## config.mk

```make
export PLATFORM = sky130hd
export DESIGN_NAME = proc_mode_ctrl
export DESIGN_NICKNAME = d
export VERILOG_FILES = /design/src/rtl/pmode_pkg.sv /design/src/rtl/bus_cycle_drv.sv /design/src/rtl/proc_mode_ctrl.sv
export SDC_FILE = /design/constraint.sdc
export NUM_CORES = 1
export LEC_CHECK = 0
export BUFFER_PORTS_ARGS = -buffer_cell sky130_fd_sc_hd__buf_2
export CAP_MARGIN = 20
export CORE_AREA = 4 4 106 58
export DETAILED_ROUTE_END_ITERATION = 10
export DIE_AREA = 0 0 110 62
export PLACE_DENSITY = 0.87
export RECOVER_POWER = 50
export SETUP_SLACK_MARGIN = 0.2
export SLEW_MARGIN = 10
export SYNTH_ARGS = -nofsm -noshare
export SYNTH_HDL_FRONTEND = slang
export SYNTH_SLANG_ARGS = --single-unit
```

## constraint.sdc

```tcl
create_clock -name core_clk_i -period 2 [get_ports core_clk_i]
set_input_delay 0 -clock core_clk_i [delete_from_list [all_inputs] [get_ports core_clk_i]]
set_output_delay 0 -clock core_clk_i [all_outputs]
set_load 0.01 [all_outputs]
```

## src/rtl/pmode_pkg.sv

```systemverilog
package pmode_pkg;

  // Processor modes held in the mode select field
  typedef enum logic [1:0] {
    MODE_SINGLE = 2'b00,
    MODE_EXPAND = 2'b01,
    MODE_BAD = 2'b10,
    MODE_MICRO = 2'b11
  } proc_mode_e;

  // Bit positions in the first mode register
  localparam int MODE_LSB = 0;
  localparam int STROBE_BIT = 2;
  localparam int MUX_LSB = 4;
  localparam int WIDTH1_BIT = 6;
  localparam int UPPER_LSB = 2;
  // Bit positions in the second mode register
  localparam int DBLK_BIT = 0;
  localparam int WIDTH2_BIT = 1;
  localparam int STICKY_BIT = 2;
  localparam int EXPAND_BIT = 3;
  localparam int GWAIT_BIT = 7;

  // Reset values of both mode registers (mode field loaded from strap)
  localparam logic [7:0] PM_FIRST_RST = 8'h00;
  localparam logic [7:0] PM_SECOND_RST = 8'h00;

  // Bus mux select encodings
  localparam logic [1:0] MUX_SEPARATE = 2'b00;
  localparam logic [1:0] MUX_ON_CS2 = 2'b01;
  localparam logic [1:0] MUX_ON_CS1 = 2'b10;
  localparam logic [1:0] MUX_ALL = 2'b11;

  // Address bus widths in lines
  localparam logic [4:0] ABUS_12 = 5'h0c;
  localparam logic [4:0] ABUS_16 = 5'h10;
  localparam logic [4:0] ABUS_20 = 5'h14;

  // Memory window bounds (20-bit addresses)
  localparam logic [19:0] IRAM_LO = 20'h0_0400;
  localparam logic [19:0] IRAM_HI = 20'h0_3fff;
  localparam logic [19:0] IROM_LO = 20'hd_0000;
  localparam logic [19:0] EXT_A_LO = 20'h0_4000;
  localparam logic [19:0] EXT_A_HI = 20'h0_7fff;
  localparam logic [19:0] EXT_B_LO = 20'h8_0000;
  localparam logic [19:0] EXT_B_HI = 20'hc_ffff;
  localparam logic [19:0] MUX_AREA_MASK = 20'h0_00ff;

  // Number of chip-select areas
  localparam int NUM_CS = 4;

  // Kinds of access presented by the core
  typedef enum logic [1:0] {
    ACC_IDLE = 2'b00,
    ACC_INT = 2'b01,
    ACC_EXT = 2'b10
  } acc_kind_e;

  // One access request from the core
  typedef struct packed {
    acc_kind_e kind;
    logic [1:0] cs_idx;
    logic [19:0] addr;
  } bus_req_s;

  // Register write strobe with data and byte select
  typedef struct packed {
    logic wr_first;
    logic wr_second;
    logic [7:0] data;
  } reg_wr_s;

endpackage : pmode_pkg

```

## src/rtl/bus_cycle_drv.sv

```systemverilog
`timescale 1ns/1ps
module bus_cycle_drv
  import pmode_pkg::*;
(
  // Clock and reset
  input wire logic core_clk_i,
  input wire logic rst_b_i,
  // Configuration
  input wire logic bus_on_i,
  input wire logic [3:0] cs_pin_en_i,
  input wire logic [19:0] addr_mask_i,
  // Access request
  input bus_req_s req_i,
  // Bus outputs
  output logic [19:0] addr_o,
  output logic [3:0] cs_n_o
);

  logic [19:0] addr;
  logic [19:0] next_addr;
  logic [3:0] cs_n;
  logic [3:0] next_cs_n;

  // Select line for one area, active low
  function automatic logic [3:0] cs_decode(input logic [1:0] idx, input logic [3:0] en);
    cs_decode = ~((4'h1 << idx) & en);
  endfunction : cs_decode

  //////////////////////////////////////////////////////////////////////
  // back-to-back outputs
  // Address only moves on an external access; internal and idle keep it
  always_comb begin
    next_addr = addr;
    next_cs_n = cs_n;
    if (!bus_on_i) begin
      next_cs_n = 4'hf;
    end else if (req_i.kind == ACC_EXT) begin
      next_addr = req_i.addr & addr_mask_i;
      next_cs_n = cs_decode(req_i.cs_idx, cs_pin_en_i);
    end else if (req_i.kind == ACC_INT) begin
      next_cs_n = 4'hf;
    end
  end

  // address cleared to zero by reset, then held until first external access
  always_ff @(posedge core_clk_i or negedge rst_b_i) begin
    if (!rst_b_i) begin
      addr <= 20'h0_0000;
      cs_n <= 4'hf;
    end else begin
      addr <= next_addr;
      cs_n <= next_cs_n;
    end
  end

  assign addr_o = addr;
  assign cs_n_o = cs_n;

  // Internal access keeps address, releases select
  a_int_keeps_addr: assert property (@(posedge core_clk_i) disable iff (!rst_b_i)
    (req_i.kind == ACC_INT) |=> ($stable(addr_o) && cs_n_o == 4'hf))
    else $error("internal access moved address");
  // Idle leaves both untouched
  a_idle_stable: assert property (@(posedge core_clk_i) disable iff (!rst_b_i)
    (req_i.kind == ACC_IDLE && bus_on_i) |=> ($stable(addr_o) && $stable(cs_n_o)))
    else $error("idle cycle changed bus");

endmodule : bus_cycle_drv

```

## src/rtl/proc_mode_ctrl.sv

```systemverilog
// Contract
// - Hardware reset: strap low gives single-chip, strap high gives microprocessor.
// - Mode field 00 single-chip, 01 expansion, 11 microprocessor, 10 forbidden.
// - Writing mode field sets that mode regardless of strap level.
// - Reset with strap high blocks internal ROM until next hardware reset.
// - Mode register writes ignored unless protect unlock bit is set.
// - Mode field survives software and watchdog resets.
// - Expansion with all-mux: 8-bit bus, ports freed, 256-byte areas.
// - Sticky bit sets on write of one; zero writes ignored.
// - Global wait adds one wait; select wait-disable zero forces wait.
// - Expand bit chooses internal windows versus extra external ranges.
// - Flash rewrite mode forces expand and data block bits to one.
// - Expansion or microprocessor mode turns pins into bus pins.
// - Mux field chooses separate or multiplexed bus.
// - Mux bus shares D0-D7 with A1-A8; only even addresses reachable.
// - Two width bits give 12, 16 or 20 address lines.
// - After leaving single-chip, address undefined until first external access.
// - Sixteen data lines; width strap held constant while running.
// - Each chip-select pin is select output or port per enable bit.
// - Area change moves address and select; internal only select; idle neither.
// - Mux field 00 separate, 01 mux on CS2, 10 mux on CS1.
// - Strobe style bit chooses write-plus-upper-enable or split lane strobes; split strobes only with width strap low.
`timescale 1ns/1ps
module proc_mode_ctrl
  import pmode_pkg::*;
(
  // Clock and resets
  input wire logic core_clk_i,
  input wire logic rst_b_i,
  input wire logic soft_rst_i,
  // Straps and flash state
  input wire logic mode_strap_pin_i,
  input wire logic byte_strap_pin_i,
  input wire logic cpu_rewrite_mode_bit_i,
  // Register writes from the core
  input reg_wr_s reg_wr_i,
  input wire logic mode_reg_write_unlock_i,
  input wire logic [3:0] select_wait_disable_bit_i,
  input wire logic [3:0] cs_pin_en_i,
  // Access request and write lanes
  input bus_req_s req_i,
  input wire logic wr_lo_i,
  input wire logic wr_hi_i,
  input wire logic rd_i,
  // Register readback and mode state
  output logic [7:0] processor_mode_reg_first_o,
  output logic [7:0] processor_mode_reg_second_o,
  output proc_mode_e mode_o,
  output logic rom_blocked_o,
  // Bus configuration
  output logic bus_pins_on_o,
  output logic mux_active_o,
  output logic [4:0] addr_width_o,
  output logic ports_freed_o,
  output logic wait_insert_o,
  output logic access_denied_o,
  // Bus pins
  output logic [19:0] addr_o,
  output logic [3:0] cs_n_o,
  output logic rd_n_o,
  output logic low_lane_store_n_o,
  output logic high_lane_store_n_o,
  output logic upper_lane_enable_n_o
);

  logic [7:0] pm_first, next_pm_first;
  logic [7:0] pm_second, next_pm_second;
  logic rom_blk, next_rom_blk;
  logic taken, next_taken;
  logic strap_s1, strap_s2, byte_s1, byte_s2;
  logic [1:0] settle;

  //////////////////////////////////////////////////////////////////////
  // Strap synchronisers; settle holds off the mode load until stage two is valid
  always_ff @(posedge core_clk_i or negedge rst_b_i) begin
    if (!rst_b_i) begin
      strap_s1 <= 1'b0;
      strap_s2 <= 1'b0;
      byte_s1 <= 1'b0;
      byte_s2 <= 1'b0;
      settle <= 2'b00;
    end else begin
      strap_s1 <= mode_strap_pin_i;
      strap_s2 <= strap_s1;
      byte_s1 <= byte_strap_pin_i;
      byte_s2 <= byte_s1;
      settle <= {settle[0], 1'b1};
    end
  end

  //////////////////////////////////////////////////////////////////////
  // Mode register next values
  always_comb begin
    next_pm_first = pm_first;
    next_pm_second = pm_second;
    next_rom_blk = rom_blk;
    next_taken = taken;
    if (!taken) begin
      // strap taken once both sync stages hold it
      next_taken = settle[1];
      next_pm_first[MODE_LSB +: 2] = (settle[1] && strap_s2) ? MODE_MICRO : MODE_SINGLE;
      next_rom_blk = settle[1] && strap_s2;
    end else begin
      // soft reset spares the mode field
      if (soft_rst_i) begin
        next_pm_first = {PM_FIRST_RST[7:2], pm_first[MODE_LSB +: 2]};
        next_pm_second = PM_SECOND_RST;
      end else if (mode_reg_write_unlock_i) begin
        if (reg_wr_i.wr_first) begin
          next_pm_first = reg_wr_i.data;
          if (reg_wr_i.data[MODE_LSB +: 2] == MODE_BAD) begin
            next_pm_first[MODE_LSB +: 2] = pm_first[MODE_LSB +: 2];
          end
        end
        if (reg_wr_i.wr_second) begin
          next_pm_second = reg_wr_i.data;
          next_pm_second[STICKY_BIT] = pm_second[STICKY_BIT] | reg_wr_i.data[STICKY_BIT];
        end
      end
      if (cpu_rewrite_mode_bit_i) begin
        next_pm_second[EXPAND_BIT] = 1'b1;
        next_pm_second[DBLK_BIT] = 1'b1;
      end
    end
  end
  // Registers; hardware reset only from rst_b_i
  always_ff @(posedge core_clk_i or negedge rst_b_i) begin
    if (!rst_b_i) begin
      pm_first <= PM_FIRST_RST;
      pm_second <= PM_SECOND_RST;
      rom_blk <= 1'b0;
      taken <= 1'b0;
    end else begin
      pm_first <= next_pm_first;
      pm_second <= next_pm_second;
      rom_blk <= next_rom_blk;
      taken <= next_taken;
    end
  end

  //////////////////////////////////////////////////////////////////////
  // Configuration decode
  logic [1:0] mux_sel;
  logic exp_mode, cs_mux, in_iram, in_irom, in_ext_a, in_ext_b, wait_cs;
  logic [19:0] addr_mask;
  acc_kind_e drv_kind;
  // Inclusive range check
  function automatic logic in_range(input logic [19:0] a, lo, hi);
    in_range = (a >= lo) && (a <= hi);
  endfunction : in_range

  assign mux_sel = pm_first[MUX_LSB +: 2];
  // bus pins in both external modes
  assign exp_mode = (pm_first[MODE_LSB +: 2] == MODE_EXPAND) ||
                    (pm_first[MODE_LSB +: 2] == MODE_MICRO);

  always_comb begin
    cs_mux = 1'b0;
    if (mux_sel == MUX_ALL) begin
      cs_mux = 1'b1;
    end else if (mux_sel == MUX_ON_CS2) begin
      cs_mux = (req_i.cs_idx == 2'd2);
    end else if (mux_sel == MUX_ON_CS1) begin
      cs_mux = (req_i.cs_idx == 2'd1);
    end
  end

  always_comb begin
    addr_width_o = ABUS_20;
    addr_mask = 20'hf_ffff;
    if (pm_first[WIDTH1_BIT] && pm_second[WIDTH2_BIT]) begin
      addr_width_o = ABUS_12;
      addr_mask = 20'h0_0fff;
    end else if (pm_first[WIDTH1_BIT]) begin
      addr_width_o = ABUS_16;
      addr_mask = 20'h0_ffff;
    end
    // all-mux expansion shrinks areas to 256 bytes
    if (ports_freed_o) begin
      addr_mask = MUX_AREA_MASK;
    end
  end
  // ports freed only in expansion with all-mux
  assign ports_freed_o = (pm_first[MODE_LSB +: 2] == MODE_EXPAND) && (mux_sel == MUX_ALL);
  assign mux_active_o = exp_mode && cs_mux && (req_i.kind == ACC_EXT);

  assign in_iram = in_range(req_i.addr, IRAM_LO, IRAM_HI);
  assign in_irom = (req_i.addr >= IROM_LO);
  assign in_ext_a = in_range(req_i.addr, EXT_A_LO, EXT_A_HI);
  assign in_ext_b = in_range(req_i.addr, EXT_B_LO, EXT_B_HI);

  // Refused: ROM when blocked, reserved windows, odd mux addresses
  always_comb begin
    access_denied_o = 1'b0;
    if (req_i.kind == ACC_INT && in_irom && (rom_blk ||
        pm_first[MODE_LSB +: 2] == MODE_MICRO)) begin
      access_denied_o = 1'b1;
    end else if (req_i.kind == ACC_EXT && pm_second[EXPAND_BIT] && (in_ext_a || in_ext_b)) begin
      access_denied_o = 1'b1;
    end else if (req_i.kind == ACC_INT && !pm_second[EXPAND_BIT] && !in_iram && !in_irom &&
                 req_i.addr >= IRAM_LO) begin
      access_denied_o = 1'b1;
    // odd address unreachable on mux bus
    end else if (mux_active_o && req_i.addr[0]) begin
      access_denied_o = 1'b1;
    end else if (req_i.kind == ACC_EXT && !exp_mode) begin
      access_denied_o = 1'b1;
    end
  end
  // wait state from global bit or area bit
  assign wait_cs = (req_i.kind == ACC_EXT) && !select_wait_disable_bit_i[req_i.cs_idx];
  assign wait_insert_o = (req_i.kind != ACC_IDLE) && (pm_second[GWAIT_BIT] || wait_cs);

  //////////////////////////////////////////////////////////////////////
  // Strobes; style bit picks lane strobes with width strap low, else write plus upper enable
  logic rd_n, lo_n, hi_n, ube_n;
  logic next_rd_n, next_lo_n, next_hi_n, next_ube_n;
  logic ext_go;

  assign ext_go = exp_mode && req_i.kind == ACC_EXT && !access_denied_o;

  always_comb begin
    next_rd_n = 1'b1;
    next_lo_n = 1'b1;
    next_hi_n = 1'b1;
    next_ube_n = 1'b1;
    if (ext_go) begin
      next_rd_n = !rd_i;
      if (pm_first[STROBE_BIT] && !byte_s2) begin
        next_lo_n = !wr_lo_i;
        next_hi_n = !wr_hi_i;
      end else begin
        next_lo_n = !(wr_lo_i || wr_hi_i);
        // upper lane unused on mux bus
        next_ube_n = !(wr_hi_i || (rd_i && !cs_mux)) || cs_mux;
      end
    end
  end

  always_ff @(posedge core_clk_i or negedge rst_b_i) begin
    if (!rst_b_i) begin
      rd_n <= 1'b1;
      lo_n <= 1'b1;
      hi_n <= 1'b1;
      ube_n <= 1'b1;
    end else begin
      rd_n <= next_rd_n;
      lo_n <= next_lo_n;
      hi_n <= next_hi_n;
      ube_n <= next_ube_n;
    end
  end

  // Refused requests reach the driver as idle, so address and select hold
  assign drv_kind = ext_go ? ACC_EXT :
                    ((req_i.kind == ACC_INT && !access_denied_o) ? ACC_INT : ACC_IDLE);
  // Address and chip selects; pin enables gate each select
  bus_cycle_drv u_drv (
    .core_clk_i(core_clk_i),
    .rst_b_i(rst_b_i),
    .bus_on_i(exp_mode),
    .cs_pin_en_i(cs_pin_en_i),
    .addr_mask_i(addr_mask),
    .req_i({drv_kind, req_i.cs_idx, req_i.addr}),
    .addr_o(addr_o),
    .cs_n_o(cs_n_o)
  );

  assign rd_n_o = rd_n;
  assign low_lane_store_n_o = lo_n;
  assign high_lane_store_n_o = hi_n;
  assign upper_lane_enable_n_o = ube_n;
  assign processor_mode_reg_first_o = pm_first;
  assign processor_mode_reg_second_o = pm_second;
  assign mode_o = proc_mode_e'(pm_first[MODE_LSB +: 2]);
  assign rom_blocked_o = rom_blk;
  assign bus_pins_on_o = exp_mode;

  //////////////////////////////////////////////////////////////////////
  // Checks
  a_locked_write: assert property (@(posedge core_clk_i) disable iff (!rst_b_i)
    (taken && !mode_reg_write_unlock_i && !soft_rst_i && !cpu_rewrite_mode_bit_i)
    |=> $stable(pm_first) && $stable(pm_second))
    else $error("locked mode register changed");
  a_mode_written: assert property (@(posedge core_clk_i) disable iff (!rst_b_i)
    (taken && mode_reg_write_unlock_i && reg_wr_i.wr_first && !soft_rst_i &&
     reg_wr_i.data[1:0] != MODE_BAD) |=> mode_o == $past(reg_wr_i.data[1:0]))
    else $error("mode write not applied");
  a_no_bad_mode: assert property (@(posedge core_clk_i) disable iff (!rst_b_i)
    mode_o != MODE_BAD)
    else $error("forbidden mode held");
  a_soft_keeps: assert property (@(posedge core_clk_i) disable iff (!rst_b_i)
    (taken && soft_rst_i) |=> $stable(mode_o))
    else $error("soft reset changed mode");
  a_sticky_hold: assert property (@(posedge core_clk_i) disable iff (!rst_b_i)
    (pm_second[STICKY_BIT] && !soft_rst_i) |=> pm_second[STICKY_BIT])
    else $error("sticky bit cleared");
  a_rewrite_force: assert property (@(posedge core_clk_i) disable iff (!rst_b_i)
    (taken && cpu_rewrite_mode_bit_i) |=> pm_second[EXPAND_BIT] && pm_second[DBLK_BIT])
    else $error("rewrite mode did not force bits");
  a_rom_blocked: assert property (@(posedge core_clk_i) disable iff (!rst_b_i)
    (rom_blk && req_i.kind == ACC_INT && req_i.addr >= IROM_LO) |-> access_denied_o)
    else $error("ROM reached while blocked");
  a_strap_mode: assert property (@(posedge core_clk_i) disable iff (!rst_b_i)
    (!taken && settle[1]) |=> mode_o == ($past(strap_s2) ? MODE_MICRO : MODE_SINGLE) &&
    rom_blk == $past(strap_s2))
    else $error("reset mode does not follow strap");
  a_wait_area: assert property (@(posedge core_clk_i) disable iff (!rst_b_i)
    wait_cs |-> wait_insert_o)
    else $error("area without wait-disable got no wait");
  a_mux_even: assert property (@(posedge core_clk_i) disable iff (!rst_b_i)
    (mux_active_o && req_i.addr[0]) |=> $stable(cs_n_o) || cs_n_o == 4'hf)
    else $error("odd mux address reached");
  c_micro_entry: cover property (@(posedge core_clk_i) disable iff (!rst_b_i)
    mode_o == MODE_SINGLE ##1 mode_o == MODE_MICRO);
  c_ext_access: cover property (@(posedge core_clk_i) disable iff (!rst_b_i) ext_go);
  c_mux_access: cover property (@(posedge core_clk_i) disable iff (!rst_b_i) mux_active_o);
  c_ports_freed: cover property (@(posedge core_clk_i) disable iff (!rst_b_i) ports_freed_o);

endmodule : proc_mode_ctrl

```

# Yosys cells after proc, flatten, opt, wreduce, memory -nomap -nowiden
# Index checks and enable logic that the tools add are counted.
# totals
reg_bits	52
in_bits	52
output_inout_bits	57
word_cells	142
# classes
magnitude_cmp	8
n_eq_ne	17
shifts	1
mux	39
bitwise	4
reduce_logical	56
# ops
operator	n
$mux 20	3
$mux 8	6
$ge 20x20->1 const B	2
$logic_and 1x1->1	25
$and 20x20->20	1
$ge 20x11->1 const B	1
$ge 20x15->1 const B	1
$le 20x14->1 const B	1
$le 20x15->1 const B	1
$le 20x20->1 const B	1
$mux 1	20
$eq 2x2->1 const B	7
$logic_not 1->1	13
$mux 4	3
$eq 2x1->1 const B	5
$reduce_and 3->1	3
$mux 2	4
$ne 2x2->1 const B	4
$reduce_bool 2->1	4
$logic_or 1x1->1	7
$reduce_bool 3->1	2
$mux 5	1
$and 4x4->4	1
$not 4->4	1
8 further kinds	8

# Depth between registers and ports, before layout
# Gate-level depths: netlist of the first run.
# logic_depth
word_depth	19
depth_mapped	6
mapped_depth_nobuf	6

# Hierarchy
# Synthesis of the first run repeated with hierarchy kept, for this count alone.
# unflattened
cells_unflattened	242
area_unflattened_um2	2403.6
# by_module_without_submodules
module	n_inst	cells_per_inst	area_each_um2	seq_area_each_um2
proc_mode_ctrl	1	136	1377.6	705.7
bus_cycle_drv	1	106	1026.0	605.6

# Worst setup path before layout of the first run
# Ideal clock, no wire load.
# synth_path
path_type	register to register
from	reg pm_first[5], in the netlist processor_mode_reg_first_o[5]
to	reg u_drv.addr[0], in the netlist u_drv.addr_o[0]
setup_ns	0.125
arrival_ns	1.560
required_ns	1.875
slack_ns	0.316
path_stages_with_launch	5
path_buffers	0
period_less_slack_ns	1.684
path_cell_list	dfrtp_1 -> o211ai_1 -> nand2_1 -> nor3_4 -> mux2_2
# synth_between
elab_chain_cells	17
word_cells_on_any_way	23
classes_between	eq/ne: 4; mux: 10; bitwise: 1; reduce/logical: 8
# synth_rtl
item	line	text
start, declared	proc_mode_ctrl.sv:66	logic [7:0] pm_first, next_pm_first;
start signal, assigned	proc_mode_ctrl.sv:134	pm_first <= next_pm_first;
$eq 2x2->1	proc_mode_ctrl.sv:163	end else if (mux_sel == MUX_ON_CS1) begin
$mux 1	proc_mode_ctrl.sv:163	
$mux 1	proc_mode_ctrl.sv:161	end else if (mux_sel == MUX_ON_CS2) begin
$mux 1	proc_mode_ctrl.sv:159	if (mux_sel == MUX_ALL) begin
$logic_and 1x1->1 (2 in series)	proc_mode_ctrl.sv:185	assign mux_active_o = exp_mode && cs_mux && (req_i.kind == ACC_EXT);
$logic_and 1x1->1	proc_mode_ctrl.sv:204	end else if (mux_active_o && req_i.addr[0]) begin
$mux 1	proc_mode_ctrl.sv:204	
$mux 1	proc_mode_ctrl.sv:200	end else if (req_i.kind == ACC_INT && !pm_second[EXPAND_BIT] && !in_iram && !in_irom &&
$mux 1	proc_mode_ctrl.sv:198	end else if (req_i.kind == ACC_EXT && pm_second[EXPAND_BIT] && (in_ext_a || in_ext_b)) begin
$mux 1	proc_mode_ctrl.sv:195	if (req_i.kind == ACC_INT && in_irom && (rom_blk ||
$logic_not 1->1	proc_mode_ctrl.sv:220, proc_mode_ctrl.sv:256	
$logic_and 1x1->1	proc_mode_ctrl.sv:256	((req_i.kind == ACC_INT && !access_denied_o) ? ACC_INT : ACC_IDLE);
$mux 1	proc_mode_ctrl.sv:256	
$mux 2	proc_mode_ctrl.sv:255	assign drv_kind = ext_go ? ACC_EXT :
$eq 2x2->1	bus_cycle_drv.sv:37	end else if (req_i.kind == ACC_EXT) begin
$reduce_and 2->1 (no source line)	-	
end signal, assigned	bus_cycle_drv.sv:51	addr <= next_addr;
end, declared	bus_cycle_drv.sv:19	logic [19:0] addr;
# Several ways; a longest one is shown, not always the timed one.
# A chain may end at the register's enable or synchronous reset.

# Final worst setup path of the first run
# layout_path
from	reg pm_first[0], in the netlist processor_mode_reg_first_o[0]
to	out ports_freed_o
# layout_between
elab_chain_cells	2
# layout_rtl
item	line	text
$eq 2x1->1	proc_mode_ctrl.sv:184	assign ports_freed_o = (pm_first[MODE_LSB +: 2] == MODE_EXPAND) && (mux_sel == MUX_ALL);
$logic_and 1x1->1	proc_mode_ctrl.sv:184	
end, declared	proc_mode_ctrl.sv:54	output logic ports_freed_o,
# Every way passes these cells.

==> results.tsv, run 1 <==
stage	metric	value	unit
logic_synthesis	synth_top_family_by_area	simple AND/OR/NAND/NOR gates	
pwr	combPwrFrac	26.8	%
detailed_routing	ant_nets	0	
clock_network	cts_buffer_depth	2	
global_routing	grt_pass1_vias	2080	
pwr	power.share.switching	31.9	%
timing	slew_headroom	57.3	%
floorplanning	start_util	44.6	%
global_routing	grt-ovfl-total	0	
logic_synthesis	synth_top_area_share	47.0	%
pwr	power.share.clock	24.8	%
timing	tightest_slew	636	ps
placed_design	post-dp-hpwl	5.00	mm
cells_and_area	finalNonFillerCells	444	
logic_synthesis	synth_edf_count	0	
timing	fin_skew	3.13	ps
worst_hold_path	min_path_cells	3	
cells_and_area	drive_above_1_share	26.7	%
pwr	intPower	1.97	mW
critical_path	crit_fanout	7	
cells_and_area	nNetsFinal	422	
clock_network	cts_htree_levels	2	
logic_synthesis	syn-instance-count	226	
timing	setup_viol	0	
global_routing	grt_usage	20.4	%
detailed_routing	drc	0	
placed_design	portBuffers	106	
placed_design	placedCellCount	400	
timing	period_minus_slack	1710	ps
timing	fmax	0.583	GHz
global_routing	grt_pass1_wl	10.5	mm
logic_synthesis	synthFlopType	dfrtp_1	
logic_synthesis	synth_top_area_cell	dfrtp_1	
run_status	status	finished, final reports clean	
logic_synthesis	synth.distinct_cells	41	
floorplanning	ios	109	
logic_synthesis	synth_seq_area_share	55.9	%
timing	hold_viol	0	
detailed_routing	drt-wirelength-per-cell	15.6	um
detailed_routing	wl	6.94	mm
pwr	switchingPower	0.922	mW
pwr	peakVddDrop	0.499	mV
pwr	power_frac_seq	48.5	%
logic_synthesis	synth_xor_area_share	0	%
cells_and_area	fillers	440	
clock_network	cts_made_buffers	5	
cells_and_area	layout_commonest_cell	buf_2	
critical_path	arrival	1710	ps
logic_synthesis	synth_area_leaders	dfrtp_1 (47%), dfstp_2 (9.0%), mux2i_1 (5.5%)	
logic_synthesis	synth_compound_area_share	11.0	%
detailed_routing	drt_pass1_iterations	4	
detailed_routing	num_vias	2181	
cells_and_area	num_antenna_cells	0	
logic_synthesis	synth_warnings	0	
floorplanning	fp.dieH	62	um
detailed_routing	drtIter0Drc	167	
timing	grt_setup_unrepaired	false	
logic_synthesis	async_flop_share	100	%
cells_and_area	syn_to_final_growth	43.9	%
logic_synthesis	yosys.area_share.adder	0	%
pwr	p_leak	1.59	nW
clock_network	clk_latency	300	ps
critical_path	startpoint_type	register	
clock_network	clk_pin_slew_worst_paths	90	ps
placed_design	gp_congestion	0.816	
floorplanning	dieArea	0.00682	sq mm
detailed_routing	vias_per_cell	4.91	
worst_hold_path	hold_path.class	input port to register	
logic_synthesis	synth_area	0.00234	sq mm
timing	tns	0	ps
critical_path	critPathKind	register to primary output	
critical_path	worstRegToRegCells	5	
global_routing	antenna_found_initial	0	
logic_synthesis	ys_seq_elements	52	
timing	fin_crit_sh	85.7	%
clock_network	cts-root-buf	clkbuf_8	
floorplanning	die_x	110	um
logic_synthesis	synthMuxAreaShare	10.4	%
pwr	p_per_area	857	mW/mm^2
critical_path	cp.required	2000	ps
critical_path	crit_path_end_kind	primary output	
floorplanning	core_area	0.00525	sq mm
global_routing	grt_max_degree	28	
logic_synthesis	synthSimpleGateAreaFrac	16.6	%
floorplanning	core.rowCount	19	
job	cap_violations	0	
timing	slew_viol_final	0	
clock_network	clock_sinks	52	
logic_synthesis	synth.avg_cell_area	10.4	sq um
clock_network	tritoncts	done	
cells_and_area	final_cell_mix	buf_2 (62), clkbuf_1 (46), dfrtp_1 (44)	
-- cell type report --
class,count,area (sq um),area share [%]
Clock buffer,6,72.6,2.15
Clock inverter,2,35.0,1.04
Inverter,17,63.8,1.89
Multi-Input combinational cell,148,920,27.3
Sequential cell,52,1310,38.9
Tap cell,73,91.3,2.71
Timing Repair Buffer,146,880,26.1
-- cells by family after synthesis --
group / after synthesis
buf+inv: 27
other cells: 2
flops: 52
mux: 22
compound gates: 42
simple gates: 81
-- state kept, by name (all words and copies together), names as in the netlist, 2 cells and up --
| name | cells |
|---|---|
| u_drv.addr_o | 20 |
| processor_mode_reg_first_o | 8 |
| processor_mode_reg_second_o | 8 |
| u_drv.cs_n_o | 4 |
| settle | 2 |
-- synthesized netlist by cell type (2+ instances only) --
| cell | number |
|---|---|
| nor2_1 | 17 |
| inv_1 | 17 |
| nor2b_1 | 6 |
| a21oi_1 | 10 |
| nand2b_1 | 8 |
| mux2i_1 | 13 |
| clkbuf_1 | 3 |
| a22oi_1 | 3 |
| buf_4 | 4 |
| o211ai_1 | 2 |
| dfrtp_1 | 44 |
| mux2_2 | 8 |
| nand2_1 | 34 |
| nand3_1 | 3 |
| o21ai_0 | 16 |
| and3_1 | 3 |
| dfstp_2 | 8 |
| conb_1 | 2 |
| and2_1 | 2 |
| nor3b_1 | 2 |
-- critical path: stages (launching register included) --
cell	delay, ps
dfrtp_1	460
inv_1	160
or3_1	480
inv_1	160
buf_2	150
-- layer usage --
layer | vias up | GRT usage [%] | share of wire [%]
li1 | 1044 | - | -
met1 | 1039 | 27.4 | 45
met2 | 90 | 34.1 | 47
met3 | 8 | 5.47 | 8.2
met4 | 0 | 3.91 | 0.45
met5 | - | 0 | 0
-- what timing repair did --
item                                   4_1_cts  5_1_grt
buffers inserted                             0        2
setup endpoints to repair                    0       22
resized for setup                            0        5
endpoints found under the hold margin       54        0
hold buffers                                33        0
-- power by group through the flow --
stage	registers, mW	clock network (mW)	logic, mW
global placement	1.39	0	0.730
global route	1.42	0.779	0.851
floorplan	1.48	0	0.296
CTS	1.39	0.735	0.803
detailed placement	1.41	0	0.753
finish	1.40	0.716	0.774
-- stage by stage --
step           worst slack [ps]  total power [mW]  hold WS (ps)  utilization, %  instance area, sq um
3_3_place_gp                264              2.12          30.9            56.2                  2950
3_5_place_dp                131              2.16          42.4            56.2                  2950
6_report                    286              2.89          11.3            64.2                  3370
5_1_grt                     183              3.05          10.6            64.2                  3370
2_1_floorplan               316              1.77          -296               -                  2350
4_1_cts                     219              2.93          5.00            64.6                  3390
-- path summary, 6_finish.rpt --
check | startpoint | endpoint | slack [ps]
hold / removal | reg_wr_i[5] | processor_mode_reg_first_o[5]$_DFFE_PN0P_ | 10
max in group asynchronous | rst_b_i | processor_mode_reg_second_o[7]$_DFFE_PN0P_ | 970
hold reg to reg | strap_s1$_DFF_PN0_ | strap_s2$_DFF_PN0_ | 350
min in group asynchronous | rst_b_i | u_drv.addr_o[18]$_DFFE_PN0P_ | 250
setup reg to reg | processor_mode_reg_first_o[5]$_DFFE_PN0P_ | u_drv.addr_o[6]$_DFFE_PN0P_ | 290
setup / recovery | processor_mode_reg_first_o[0]$_DFFE_PN0P_ | ports_freed_o | 290
(Power assumes the default switching activity.)
==> run 2, diff against run 1 <==
Settings changed: CELL_PAD_IN_SITES_DETAIL_PLACEMENT set to 0, CELL_PAD_IN_SITES_GLOBAL_PLACEMENT set to 2, CORE_AREA 4 4 106 58 to 4 4 137 73, DIE_AREA 0 0 110 62 to 0 0 141 77, PLACE_DENSITY 0.87 to 0.88.
==> run 2 against run 1 <==
Compared with the run above: sequential cell count stayed put; die area increased by 59%; design area is 1.7% higher; maximum frequency up 2.4%; largest power group unchanged; highest routed layer unchanged.
==> results.tsv, run 2 (synthesized netlist as in run 1, its figures left out) <==
stage	metric	value	unit	change
floorplanning	dieArea	0.0109	sq mm	was 0.00682 sq mm
detailed_routing	drc	0		unchanged
detailed_routing	drtIter0Drc	109		was 167
cells_and_area	drive_above_1_share	26.0	%	was 26.7%
floorplanning	fp.dieH	77	um	was 62 um
floorplanning	die_x	141	um	was 110 um
global_routing	grt_max_degree	32		was 28
placed_design	placedCellCount	443		was 400
global_routing	antenna_found_initial	0		unchanged
run_status	status	finished, final reports clean		unchanged
cells_and_area	finalNonFillerCells	486		was 444
cells_and_area	num_antenna_cells	0		unchanged
critical_path	crit_fanout	7		unchanged
floorplanning	core_area	0.00865	sq mm	was 0.00525 sq mm
cells_and_area	largest_register_ffs	20		unchanged
clock_network	cts-root-buf	clkbuf_16		was clkbuf_8
clock_network	cts_setup_buffers	0		unchanged
timing	grt_setup_unrepaired	false		unchanged
worst_hold_path	hold_path.class	input port to register		unchanged
floorplanning	ios	109		unchanged
critical_path	startpoint_type	register		unchanged
timing	tightest_slew	768	ps	was 636 ps
clock_network	cts_buffer_depth	2		unchanged
global_routing	grt-ovfl-total	0		unchanged
cells_and_area	syn_to_final_growth	46.3	%	was 43.9%
critical_path	arrival	1670	ps	was 1710 ps
cells_and_area	layout_commonest_cell	buf_2		unchanged
cells_and_area	fillers	908		was 440
timing	fin_crit_sh	83.7	%	was 85.7%
worst_hold_path	hp-start	req_i[18]		was reg_wr_i[5]
cells_and_area	nNetsFinal	420		was 422
critical_path	r2r-start	processor_mode_reg_second_o[3]$_DFFE_PN0P_		was processor_mode_reg_first_o[5]$_DFFE_PN0P_
cells_and_area	final_cell_mix	buf_2 (61), dfrtp_1 (44), clkbuf_1 (44)		was buf_2 (62), clkbuf_1 (46), dfrtp_1 (44)
timing	slew_headroom	48.8	%	was 57.3%
timing	setup_viol	0		unchanged
pwr	peakVddDrop	0.361	mV	was 0.499 mV
job	cap_violations	0		unchanged
critical_path	crit_path_end_kind	primary output		unchanged
critical_path	startpoint	processor_mode_reg_first_o[0]$_DFFE_PN0P_		unchanged
detailed_routing	wl	6.66	mm	was 6.94 mm
placed_design	post-dp-hpwl	5.15	mm	was 5.00 mm
clock_network	cts_htree_levels	2		unchanged
pwr	p_leak	1.59	nW	about the same
placed_design	gp_congestion	0.768		was 0.816
floorplanning	start_util	27.1	%	was 44.6%
clock_network	cts_made_buffers	5		unchanged
floorplanning	core.rowCount	24		was 19
global_routing	grt_pass1_vias	2109		was 2080
detailed_routing	drt_pass1_iterations	4		unchanged
timing	fmax	0.597	GHz	was 0.583 GHz
detailed_routing	drt-wirelength-per-cell	13.7	um	was 15.6 um
global_routing	grt_usage	12.1	%	was 20.4%
critical_path	critPathKind	register to primary output		unchanged
clock_network	clk_pin_slew_worst_paths	70	ps	was 90 ps
detailed_routing	num_vias	2090		was 2181
critical_path	cp.required	2000	ps	about the same
detailed_routing	vias_per_cell	4.30		was 4.91
timing	hold_viol	0		unchanged
clock_network	clk_latency	290	ps	was 300 ps
clock_network	clock_sinks	52		unchanged
timing	period_minus_slack	1670	ps	was 1710 ps
detailed_routing	ant_nets	0		unchanged
timing	slew_viol_final	0		unchanged
pwr	p_per_area	874	mW/mm^2	was 857 mW/mm^2
global_routing	grt_pass1_wl	10.5	mm	about the same
timing	fin_skew	5.34	ps	was 3.13 ps
clock_network	tritoncts	done		unchanged
placed_design	portBuffers	106		unchanged
timing	tns	0	ps	unchanged
## run 2: changes by cell type in the layout (fill, tap and decap cells not counted), moves of 2 or more
| cell | change |
|---|---|
| clkbuf_1 | -2 |
| clkinvlp_4 | +2 |
| clkbuf_8 | -5 |
| buf_4 | -2 |
| clkbuf_2 | +2 |
| clkbuf_16 | +5 |
## run 2: routing by layer
metal | vias to the layer above | global-route usage (%) | part of all wire, %
met5 | - | 0 | 0
met4 | 0 | 3.58 | 1.5
met3 | 10 | 2.67 | 3.7
met2 | 37 | 22.5 | 54
met1 | 1007 | 13.8 | 40
li1 | 1036 | - | -
## run 2: repair_timing
item	CTS	global route
endpoints found under the hold margin	58	0
setup endpoints to repair	0	9
hold buffers	34	0
resized for setup	0	0
## run 2: cell type report
| type | instances | area [sq um] | area share (%) |
|---|---|---|---|
| Sequential cell | 52 | 1310 | 38.2 |
| Tap cell | 117 | 146 | 4.27 |
| Timing Repair Buffer | 144 | 856 | 24.9 |
| Inverter | 17 | 63.8 | 1.86 |
| Clock inverter | 3 | 26.3 | 0.766 |
| Clock buffer | 5 | 125 | 3.65 |
| Multi-Input combinational cell | 148 | 902 | 26.3 |
## run 2: final timing paths
kind	depth (start not counted)	to	slack (ps)
worst max-delay path	4	ports_freed_o	330
min in group asynchronous	2	taken$_DFF_PN0_	330
worst min-delay path	3	u_drv.addr_o[18]$_DFFE_PN0P_	10
worst min register to register	0	strap_s2$_DFF_PN0_	350
worst max register to register	5	u_drv.addr_o[1]$_DFFE_PN0P_	360
max in group asynchronous	3	u_drv.addr_o[19]$_DFFE_PN0P_	880
## run 2: power by group
| group | internal (mW) | switching (mW) |
|---|---|---|
| clock network | 0.473 | 0.401 |
| registers | 1.26 | 0.127 |
| logic | 0.328 | 0.414 |
## run 2: metrics by stage
| step | worst slack, ps | cell area (sq um) | hold slack [ps] | power (mW) | utilization (%) |
|---|---|---|---|---|---|
| after global placement | 198 | 2990 | 59.7 | 2.13 | 34.6 |
| after floorplan | 316 | 2350 | -296 | 1.77 | - |
| final | 326 | 3430 | 10.4 | 3.00 | 39.7 |
| after CTS | 289 | 3480 | 6.32 | 3.10 | 40.2 |
| after detailed placement | 185 | 2990 | 76.6 | 2.16 | 34.6 |
| after global routing | 225 | 3430 | 29.9 | 3.18 | 39.7 |
## run 2: critical path, stage by stage (launching register included)
cell and delay (ps):
dfrtp_1 460, inv_1 150, or3_1 500, inv_1 130
buf_2 140
==> run 3, diff against run 2 <==
Settings changed: ABC_AREA set to 1, CORE_AREA 4 4 137 73 to 4 4 144 77, DIE_AREA 0 0 141 77 to 0 0 148 81, PLACE_DENSITY 0.88 to 0.86.
Clock period 2 ns to 1.7 ns, I/O delays scaled along.
==> run 3 against run 2 <==
Compared with the run above: the run now ends with hold timing left; clock skew fell by 1.1 ps; global-route usage rose by 1.3 points; design area rose by 9.4%; clock power rose by 17%; clock-buffer cell count rose by 1; register-to-register slack got worse by 140 ps; non-clock buffer count rose by 8; combinational power rose by 47%; largest cell class unchanged; highest routed layer unchanged.
==> results.tsv, run 3 <==
stage	metric	value	unit	change
floorplanning	die_x	148	um	was 141 um
timing	grt_setup_unrepaired	true		was false
detailed_routing	wl	7.88	mm	was 6.66 mm
floorplanning	fp.dieH	81	um	was 77 um
timing	hold-worst-slack	-0.897	ps	was 10.4 ps
floorplanning	start_util	25.2	%	was 27.1%
clock_network	cts-root-buf	clkbuf_16		unchanged
logic_synthesis	synth_warnings	0		unchanged
global_routing	grt-ovfl-total	0		unchanged
logic_synthesis	synth_top_area_cell	dfrtp_1		unchanged
logic_synthesis	synth_edf_count	0		unchanged
pwr	p_leak	1.89	nW	was 1.59 nW
pwr	p_per_area	1000	mW/mm^2	was 874 mW/mm^2
cells_and_area	largest_register_ffs	20		unchanged
detailed_routing	ant_nets	0		unchanged
clock_network	cts_htree_levels	2		unchanged
cells_and_area	layout_commonest_cell	nand2_1		was buf_2
clock_network	clk_pin_slew_worst_paths	70	ps	about the same
timing	setup_viol	0		unchanged
placed_design	placedCellCount	523		was 443
placed_design	portBuffers	106		unchanged
detailed_routing	vias_per_cell	4.19		was 4.30
critical_path	critPathKind	register to register		was register to primary output
cells_and_area	final_cell_mix	nand2_1 (75), buf_2 (71), dfrtp_1 (44)		was buf_2 (61), dfrtp_1 (44), clkbuf_1 (44)
critical_path	startpoint_type	register		unchanged
cells_and_area	fillers	1084		was 908
detailed_routing	drt_pass1_iterations	4		unchanged
placed_design	post-dp-hpwl	6.17	mm	was 5.15 mm
worst_hold_path	hold_path.class	input port to register		unchanged
pwr	peakVddDrop	0.417	mV	was 0.361 mV
floorplanning	core.rowCount	26		was 24
timing	fin_skew	4.20	ps	was 5.34 ps
job	cap_violations	0		unchanged
cells_and_area	nNetsFinal	477		was 420
logic_synthesis	yosysMostFrequentCell	nand2_1		was dfrtp_1
detailed_routing	drtIter0Drc	134		was 109
cells_and_area	drive_above_1_share	36.2	%	was 26.0%
detailed_routing	drt-wirelength-per-cell	13.9	um	was 13.7 um
critical_path	worst_path_dominant_cell_family	simple AND/OR/NAND/NOR gates		unchanged
timing	slew_viol_final	0		unchanged
placed_design	dp_slack	35.9	ps	was 185 ps
global_routing	grt_pass1_vias	2401		was 2109
run_status	status	finished, violations left		was finished, final reports clean
logic_synthesis	synth_seq_area_share	52.6	%	was 55.9%
timing	fin_ws	221	ps	was 326 ps
run_status	violations	hold timing		
critical_path	path_buf_inv	2		was 3
critical_path	crit_path_end_kind	register		was primary output
timing	fmax	0.676	GHz	
critical_path	cp_slowest_cell	dfrtp_1		was or3_1
global_routing	grt_usage	13.4	%	was 12.1%
clock_network	cts_made_buffers	5		unchanged
detailed_routing	drc	0		unchanged
global_routing	grt_pass1_wl	12.5	mm	was 10.5 mm
logic_synthesis	synth_area	0.00249	sq mm	was 0.00234 sq mm
logic_synthesis	syn-instance-count	277		was 226
clock_network	cts_buffer_depth	2		unchanged
critical_path	crit_top_cell	nand2_1		was inv_1
floorplanning	ios	109		unchanged
global_routing	grt_max_degree	32		unchanged
floorplanning	dieArea	0.0120	sq mm	was 0.0109 sq mm
cells_and_area	syn_to_final_growth	50.7	%	was 46.3%
critical_path	crit_path_cell_trace	nand2_1 > nand2_1 > nand3_2 > nand3_2 > nor2_4 > nand3_4 > buf_12 > buf_6 > nand2_1 > nand2_1		was inv_1 > or3_1 > inv_1 > buf_2
cells_and_area	post-route-util	38.0	%	was 39.7%
floorplanning	core_area	0.00989	sq mm	was 0.00865 sq mm
logic_synthesis	synth_area_leaders	dfrtp_1 (44%), nand2_1 (12%), dfstp_2 (8.4%)		was dfrtp_1 (47%), dfstp_2 (9.0%), mux2i_1 (5.5%)
critical_path	crit_fanout	6		was 7
logic_synthesis	async_flop_share	100	%	unchanged
clock_network	clock_sinks	52		unchanged
global_routing	antenna_found_initial	0		unchanged
critical_path	cp.required	1890	ps	was 2000 ps
cells_and_area	finalNonFillerCells	566		was 486
placed_design	gp_congestion	0.776		was 0.768
cells_and_area	num_antenna_cells	0		unchanged
timing	hold_viol	1		was 0
clock_network	clk_latency	290	ps	about the same
clock_network	tritoncts	done		unchanged
critical_path	max_stage_delay	420	ps	was 500 ps
timing	fin_crit_sh	87.0	%	
timing	tns	0	ps	unchanged
logic_synthesis	synthFlopType	dfrtp_1		unchanged
logic_synthesis	synth.avg_cell_area	8.99	sq um	was 10.4 sq um
detailed_routing	num_vias	2374		was 2090
timing	tightest_slew	1290	ps	was 768 ps
logic_synthesis	ys_seq_elements	52		unchanged
logic_synthesis	synth_commonest_cells	nand2_1 (79), dfrtp_1 (44), inv_1 (26), nand3_1 (19), nor2_1 (19)		was dfrtp_1 (44), nand2_1 (34), inv_1 (17), nor2_1 (17), o21ai_0 (16)
timing	slew_headroom	13.8	%	was 48.8%
logic_synthesis	synth.distinct_cells	37		was 41
critical_path	arrival	1660	ps	was 1670 ps
timing	period_minus_slack	1480	ps	
logic_synthesis	synth_top_area_share	44.2	%	was 47.0%
-- run 3: layout make-up --
class	count	area (sq um)	area share [%]
clock buffers	6	129	3.43
clock inverters	2	16.3	0.433
inverters	30	128	3.40
multi-input cells	184	1020	27.2
flip-flops and latches	52	1310	34.9
well taps	140	175	4.67
repair buffers	152	975	26.0
-- run 3: final timing paths --
check | cells after the start | slack (ps) | from | to
max | 10 | 220 | processor_mode_reg_first_o[0]$_DFFE_PN0P_ | u_drv.addr_o[4]$_DFFE_PN0P_
min | 3 | -0.9 | reg_wr_i[1] | processor_mode_reg_second_o[1]$_DFFE_PN0P_
max reg2reg | 10 | 220 | processor_mode_reg_first_o[0]$_DFFE_PN0P_ | u_drv.addr_o[4]$_DFFE_PN0P_
min reg2reg | 0 | 350 | byte_s1$_DFF_PN0_ | byte_s2$_DFF_PN0_
max in group asynchronous | 3 | 340 | rst_b_i | u_drv.cs_n_o[3]$_DFFE_PN1P_
min in group asynchronous | 2 | 520 | rst_b_i | u_drv.addr_o[10]$_DFFE_PN0P_
-- run 3: where the power goes --
| group | switching [mW] | leakage, nW | total [mW] | internal [mW] |
|---|---|---|---|---|
| Combinational | 0.627 | 1.19 | 1.09 | 0.458 |
| Clock | 0.465 | 0.0671 | 1.02 | 0.550 |
| Sequential | 0.160 | 0.631 | 1.66 | 1.50 |
| Total | 1.25 | 1.89 | 3.76 | 2.51 |
-- run 3: cell families (layout without fill, tap and decap cells) --
group	Yosys count	in the layout	share of synthesized area, %
flip-flops	52	52	52.6
AND/OR/NAND/NOR	144	144	27.1
buffers and inverters	42	190	8.59
AO/OA/AOI/OAI	31	31	8.64
other	2	3	0.301
multiplexers	6	6	2.71
-- run 3: repair_timing --
item,in CTS,in global routing
gates cloned,1,0
pin swaps,7,2
resized for setup,5,10
hold endpoints to repair,41,0
buffers inserted,6,2
hold buffers,26,0
setup endpoints to repair,31,36
-- run 3: worst register-to-register path, cell delays in order (launching register included) --
cell	delay, ps
dfrtp_1	420
nand2_1	70
nand2_1	60
nand3_2	90
nand3_2	90
nor2_4	120
nand3_4	120
buf_12	170
buf_6	130
nand2_1	50
nand2_1	50
-- run 3: stage by stage --
| stage | power [mW] | instance area [sq um] |
|---|---|---|
| 2_1_floorplan | 2.23 | 2520 |
| 3_5_place_dp | 2.73 | 3240 |
| 6_report | 3.76 | 3750 |
| 3_3_place_gp | 2.70 | 3240 |
| 5_1_grt | 4.01 | 3750 |
| 4_1_cts | 3.85 | 3750 |
-- run 3: metal layers --
metal,GRT usage [%],up-vias,wire (um)
li1,-,1179,-
met1,19.8,1095,4150
met2,18.5,94,3010
met3,5.13,6,662
met4,2.49,0,57
met5,0,-,0
